`src/core/csf_pkg.sv`:
```
package csf_pkg;
  // bit positions of the status register
  localparam int BIT_IND  = 7;
  localparam int BIT_DHI  = 6;
  localparam int BIT_DLO  = 5;
  localparam int BIT_WDX  = 4;
  localparam int BIT_SLP  = 3;
  localparam int BIT_ZERO = 2;
  localparam int BIT_HC   = 1;
  localparam int BIT_CY   = 0;

  // power-on values
  localparam logic [2:0] BANK_RST  = 3'h0;
  localparam logic       WDX_RST   = 1'h1;
  localparam logic       SLP_RST   = 1'h1;
  localparam logic [2:0] ARITH_RST = 3'h0;

  // data address layout: 128-byte banks
  localparam int BANK_OFS_W = 7;
  localparam int DADDR_W    = 9;
  localparam int IND_OFS_W  = 8;

  // writable bits for a plain write
  localparam logic [7:0] WR_MASK = 8'hE7;
  localparam logic [7:0] FLAG_MASK = 8'h07;
endpackage

```
`src/core/csf_flag_if.sv`:
```
`timescale 1ns/1ps
interface csf_flag_if;
  logic       zero;
  logic       hc;
  logic       cy;
  logic [7:0] result;
  modport alu (output zero, output hc, output cy, output result);
  modport reg_side (input zero, input hc, input cy, input result);
endinterface

```
`src/core/csf_status_reg.sv`:
```
`timescale 1ns/1ps
// Behaviour
// - status register may be any instruction's destination
// - flag-updating write blocks writes to zero, half carry, carry
// - watchdog expiry and sleep entered read-only, read 1 at reset
// - clear op zeroes bank bits, sets zero, keeps other bits
// - subtraction carry and half carry are inverted borrows
// - bit 7 selects indirect bank pair 0-1 or 2-3
// - bits 6:5 select the direct addressing bank
// - 128-byte banks; bank bits plus offset form data address
// - reset clears bank bits; arithmetic flags undefined (the code resets them to 0)
// - expiry flag set by power-up, watchdog clear, sleep; cleared on timeout
// - sleep flag set by power-up, watchdog clear; cleared by sleep
// - zero flag high when affecting result is zero
module csf_status_reg (
  // clock and reset
  input  wire logic       clk,
  input  wire logic       rstn,
  // register write from execution
  input  wire logic       wr_en,
  input  wire logic [7:0] wr_data,
  input  wire logic       clr_op,
  // alu operation
  input  wire logic       alu_en,
  input  wire logic [7:0] alu_a,
  input  wire logic [7:0] alu_b,
  input  wire logic       alu_sub,
  input  wire logic       alu_upd_z,
  input  wire logic       alu_upd_hc,
  // flag update from the alu result
  // watchdog and sleep events
  input  wire logic       wdt_clear_op,
  input  wire logic       sleep_op,
  input  wire logic       wdt_timeout,
  // outputs
  output logic [7:0]      status_rd,
  output logic [7:0]      alu_result,
  output logic [8:0]      direct_addr,
  output logic [8:0]      indirect_addr,
  // address offsets in
  input  wire logic [6:0] direct_ofs,
  input  wire logic [7:0] indirect_ofs
);
  // register state
  logic [2:0] bank_reg;
  logic [2:0] bank_next;
  logic       wdx_reg;
  logic       wdx_next;
  logic       slp_reg;
  logic       slp_next;
  logic       zero_reg;
  logic       zero_next;
  logic       hc_reg;
  logic       hc_next;
  logic       cy_reg;
  logic       cy_next;

  // decoded write intent
  logic [7:0] wr_eff;
  logic       upd_any;
  logic       dest_wr;
  logic       plain_wr;
  logic       z_from_alu;
  logic       c_from_alu;

  csf_flag_if fl ();

  csf_alu_flags u_alu (
    .op_a (alu_a),
    .op_b (alu_b),
    .sub  (alu_sub),
    .fl   (fl.alu)
  );

  assign alu_result = fl.result;

  // a flag-updating op is any alu op this cycle, even one that updates no flag
  assign upd_any = alu_en;
  // clear op writes zero as its result
  assign wr_eff = clr_op ? 8'h00 : wr_data;
  assign dest_wr = wr_en || clr_op;
  // plain write: no flag logic this cycle
  assign plain_wr = wr_en && !upd_any && !clr_op;
  // alu flags win over a plain write; clear op still wins for zero
  assign z_from_alu = upd_any && alu_upd_z;
  assign c_from_alu = upd_any && alu_upd_hc;

  always_comb begin
    bank_next = bank_reg;
    if (dest_wr) begin
      bank_next = wr_eff[csf_pkg::BIT_IND:csf_pkg::BIT_DLO];
    end
  end

  always_ff @(posedge clk or negedge rstn) begin
    if (!rstn) begin
      bank_reg <= csf_pkg::BANK_RST;
    end else begin
      bank_reg <= bank_next;
    end
  end

  // expiry flag; timeout wins, it is the hardware event
  always_comb begin
    wdx_next = wdx_reg;
    if (wdt_timeout) begin
      wdx_next = 1'b0;
    end else if (wdt_clear_op || sleep_op) begin
      wdx_next = 1'b1;
    end
  end

  // no write path reaches this flag
  always_ff @(posedge clk or negedge rstn) begin
    if (!rstn) begin
      wdx_reg <= csf_pkg::WDX_RST;
    end else begin
      wdx_reg <= wdx_next;
    end
  end

  // sleep flag; sleep beats watchdog clear
  always_comb begin
    slp_next = slp_reg;
    if (sleep_op) begin
      slp_next = 1'b0;
    end else if (wdt_clear_op) begin
      slp_next = 1'b1;
    end
  end

  // no write path reaches this flag
  always_ff @(posedge clk or negedge rstn) begin
    if (!rstn) begin
      slp_reg <= csf_pkg::SLP_RST;
    end else begin
      slp_reg <= slp_next;
    end
  end

  always_comb begin
    zero_next = zero_reg;
    if (clr_op) begin
      zero_next = 1'b1;
    end else if (z_from_alu) begin
      zero_next = fl.zero;
    end else if (plain_wr) begin
      zero_next = wr_data[csf_pkg::BIT_ZERO];
    end
  end

  // flags nominally undefined; zero keeps runs free of x
  always_ff @(posedge clk or negedge rstn) begin
    if (!rstn) begin
      zero_reg <= csf_pkg::ARITH_RST[2];
    end else begin
      zero_reg <= zero_next;
    end
  end

  // half carry is inverted digit borrow on subtract
  always_comb begin
    hc_next = hc_reg;
    if (c_from_alu) begin
      hc_next = fl.hc;
    end else if (plain_wr) begin
      hc_next = wr_data[csf_pkg::BIT_HC];
    end
  end

  // software must not rely on this value before a first update
  always_ff @(posedge clk or negedge rstn) begin
    if (!rstn) begin
      hc_reg <= csf_pkg::ARITH_RST[1];
    end else begin
      hc_reg <= hc_next;
    end
  end

  // carry is inverted borrow on subtract
  always_comb begin
    cy_next = cy_reg;
    if (c_from_alu) begin
      cy_next = fl.cy;
    end else if (plain_wr) begin
      cy_next = wr_data[csf_pkg::BIT_CY];
    end
  end

  // software must not rely on this value before a first update
  always_ff @(posedge clk or negedge rstn) begin
    if (!rstn) begin
      cy_reg <= csf_pkg::ARITH_RST[0];
    end else begin
      cy_reg <= cy_next;
    end
  end

  // read-only flags visible on read
  // status is read straight from the flops, never from next values
  assign status_rd = {bank_reg, wdx_reg, slp_reg, zero_reg, hc_reg, cy_reg};

  // offsets come from the instruction or the pointer register

  assign direct_addr = {bank_reg[1:0], direct_ofs};
  assign indirect_addr = {bank_reg[2], indirect_ofs};
endmodule

```
`src/core/csf_alu_flags.sv`:
```
`timescale 1ns/1ps
module csf_alu_flags (
  // operands
  input  wire logic [7:0] op_a,
  input  wire logic [7:0] op_b,
  input  wire logic       sub,
  // flags out
  csf_flag_if.alu         fl
);
  logic [8:0] sum;
  logic [4:0] nib;
  logic [7:0] b_eff;

  // subtract as add of two's complement; carry then is inverted borrow
  // inverted borrow
  always_comb begin
    b_eff = sub ? ~op_b : op_b;
    sum   = {1'b0, op_a} + {1'b0, b_eff} + {8'h00, sub};
    nib   = {1'b0, op_a[3:0]} + {1'b0, b_eff[3:0]} + {4'h0, sub};
  end

  assign fl.result = sum[7:0];
  assign fl.cy     = sum[8];
  assign fl.hc     = nib[4];
  assign fl.zero   = (sum[7:0] == 8'h00);
endmodule

```
`config.mk`:
```
export PLATFORM = sky130hd
export DESIGN_NAME = csf_status_reg
export DESIGN_NICKNAME = d
export VERILOG_FILES = /design/src/core/csf_pkg.sv /design/src/core/csf_flag_if.sv /design/src/core/csf_status_reg.sv /design/src/core/csf_alu_flags.sv
export SDC_FILE = /design/constraint.sdc
export NUM_CORES = 1
export LEC_CHECK = 0
export BUFFER_PORTS_ARGS = -buffer_cell sky130_fd_sc_hd__buf_2
export CAP_MARGIN = 20
export CORE_AREA = 4 4 58 60
export CTS_BUF_LIST = sky130_fd_sc_hd__clkbuf_4
export CTS_CLUSTER_SIZE = 10
export DETAILED_ROUTE_END_ITERATION = 12
export DIE_AREA = 0 0 62 64
export PLACE_DENSITY = 0.82
export SYNTH_ARGS = -nofsm -noshare
export SYNTH_HDL_FRONTEND = slang
export SYNTH_SLANG_ARGS = --single-unit
```
`constraint.sdc`:
```
create_clock -name clk -period 1.9 [get_ports clk]
set_input_delay 0.19 -clock clk [delete_from_list [all_inputs] [get_ports clk]]
set_output_delay 0.19 -clock clk [all_outputs]
set_load 0.01 [all_outputs]
```
==> flow_metrics.tcl <==
set metrics [dict create \
    outcome "complete, but fails checks" \
    violations "setup timing" \
    cp.depth 7 \
    postRouteAntennaNets 0 \
    rsz0062_at_grt "true" \
    cts_max_level 1 \
    swShare 0.369 \
    core.rowCount 20 \
    hold_depth 2 \
    period_share 1.07 \
    syn_avg_cell_area_sq_um 8.88 \
    cts_made_buffers 3 \
    finalClockSkew_ps 0 \
    r2r-start "hc_reg" \
    synth_seq_area_share 0.204 \
    port_buffers 51 \
    finalNetCount 233 \
    cts_buffer_depth 2 \
    end_kind "flop" \
    place.gp.congestion 0.720 \
    yosys.area.top_type "buf_4" \
    io_pins 84 \
    gr-total-overflow 0 \
    crit_arrival_ps 2210 \
    die_y_um 64 \
    cellLeakagePower_nw 0.761 \
    multi_input_area_sq_um 802 \
    cts.sinks 8 \
    nFillCells 262 \
    start_kind "input pin" \
    dp_cells 191 \
    r2r-end "hc_reg" \
    cts_tree "built" \
    antenna_found_initial 0 \
    drtPass1Iterations 4 \
    crit_fanout 2 \
    layout_min_cycle_time_ps 2040 \
    cp.required_ps 2070 \
    final-seq-area_sq_um 203 \
    crit_buf_inv 2 \
    switching_power_uw 370 \
    die_w_um 62 \
    largest_register_ffs 3 \
    cp-startpoint "alu_b[0]" \
    clk_pin_slew_worst_paths_ps 60 \
    synth-seq-cells 8 \
    ys_async_sr_fraction 1.00 \
    worstSetupEndpoint "zero_reg" \
    wl_um 3070 \
    worst-setup-path-type "input pin to flop" \
    slew_headroom 0.787 \
    crit_top_cell "or4_4" \
    grt_use_total 0.133 \
    worstMarginPinSlew_ps 316 \
    p_int_uw 633 \
    grt_pass1_wl_um 4020 \
    layout_setup_ws_ps -138 \
    finalHoldViolCount 0 \
    grt_pass1_vias 987 \
    synthesis.nets 171 \
    stdcell_count 206 \
    synth_ff_type "dfrtp_1" \
    synth_area_sq_um 995 \
    dr.first_iter.drc_count 31 \
    cp_cell_sequence "buf_8, mux2i_4, inv_2, fa_2, or4_4, or4_4, o31ai_2" \
    dpl.hpwl_um 2250 \
    drt-vias-per-instance 5.04 \
    yosysUniqueCellTypes 37 \
    slowest_stage "or4_4" \
    num_vias 1039 \
    clk_latency_ps 250 \
    core_sq_um 2930 \
    fmax_mhz 491 \
    worst-r2r-cell-count 3 \
    die_area_sq_um 3970 \
    drc_errors 0 \
    p_comb_frac 0.653 \
    cap_viol_max_count 0 \
    hold_class "input pin to flop" \
    peakVddDrop_v 0.000485 \
    rrSetupSlack_ps 950 \
    grt_max_degree 9 \
    clkPwrFrac 0.151 \
    finish.utilization 0.553 \
    initial_utilization 0.340 \
    synth_edf_count 0 \
    cts-root-buf "clkbuf_4" \
    wl_per_cell_um 14.9 \
    cp_top_family "simple AND/OR/NAND/NOR gates" \
    drive_gt1_frac 0.676 \
    yosys-top-cells-area "buf_4, dfrtp_1, xor2_1, ha_1, dfstp_2" \
    slew_viol_final 0 \
    finalSetupViolations 4 \
    synth_cells 112 \
    yosysWarnings 0 \
    max_stage_delay_ps 550 \
    area_growth_syn_to_layout_pct 62.9 \
    powerDensity_nw_per_um2 619 \
    p_seq_frac 0.196 \
    antennaDiodeCount 0 \
    synth_top_area_share 0.174 \
]
==> power by group through the flow <==
stage	combinational, mW	sequential [mW]	clock, mW
after global routing	0.709	0.199	0.172
final	0.654	0.197	0.151
after global placement	0.484	0.199	0
after detailed placement	0.495	0.200	0
after CTS	0.553	0.197	0.160
after floorplan	0.299	0.200	0
==> through the flow <==
step           area (sq um)  TNS, ps  hold WS [ps]  power, mW  setup WS [ps]
3_5_place_dp           1270    -1470          42.7      0.694           -465
3_3_place_gp           1270    -1180          37.8      0.683           -399
5_1_grt                1620     -828          49.5       1.08           -223
4_1_cts                1430     -376          47.8      0.910           -141
6_report               1620     -424          53.9       1.00           -138
2_1_floorplan          1010     -346          -106      0.499           -346
==> synth_stat cells (all sizes together), types with 2 or more instances <==
cell    number
dfstp        2
dfrtp        6
nor2         7
o21ai        4
ha           8
mux2i        4
xor2        12
or4          2
nor3         4
o22ai        2
nand2        8
nand3        2
a21oi        8
buf         24
a21boi       2
inv          2
==> cells by family (layout without fill, tap and decap cells) <==
logic type | count (synthesis) | count (layout) | share of synthesized area
AOI/OAI and AO/OA | 23 | 23 | 0.161
xor gates and xnor gates | 12 | 12 | 0.106
adders and majority gates | 9 | 9 | 0.121
buffers and inverters | 27 | 88 | 0.196
DFF | 8 | 8 | 0.204
muxes | 4 | 4 | 0.0528
and+or+nand+nor | 29 | 29 | 0.160
==> how the worst min path moves through the flow <==
stage / from / end / slack (ps)
floorplan: rstn / bank_reg[0] / -110
global placement: rstn / cy_reg / 40
detailed placement: rstn / bank_reg[0] / 40
CTS: wdt_timeout / wdx_reg / 50
global route: wdt_timeout / wdx_reg / 50
finish: wdt_timeout / wdx_reg / 50
==> area by class of cell <==
| class | count | share of cell area |
|---|---|---|
| Tap cell | 33 | 0.0255 |
| Inverter | 2 | 0.00463 |
| Multi-Input combinational cell | 77 | 0.495 |
| Clock buffer | 4 | 0.0185 |
| Timing Repair Buffer | 82 | 0.331 |
| Sequential cell | 8 | 0.125 |
==> timing repair <==
item | in CTS | in global routing
gates resized for setup | 20 | 21
hold buffers | 1 | 0
pin swaps | 14 | 15
endpoints found under the hold margin | 8 | 0
cloned | 0 | 0
setup endpoints to repair | 6 | 6
setup buffers | 5 | 5
==> placed cells by master, fill, tap and decap left out, drive strengths merged, types with 4 or more instances in the layout <==
cell type,instances
ha,8
a21oi,8
mux2i,4
o21ai,4
dfrtp,6
nor3,4
buf,81
clkbuf,4
xor2,12
nor2,7
nand2,8
==> metal layers <==
metal,GRT usage,part of all wire
met1,0.141,0.34
met2,0.218,0.50
met3,0.0283,0.10
met4,0.103,0.057
met5,0,0
Note: power is estimated with default switching activity, not from simulation.
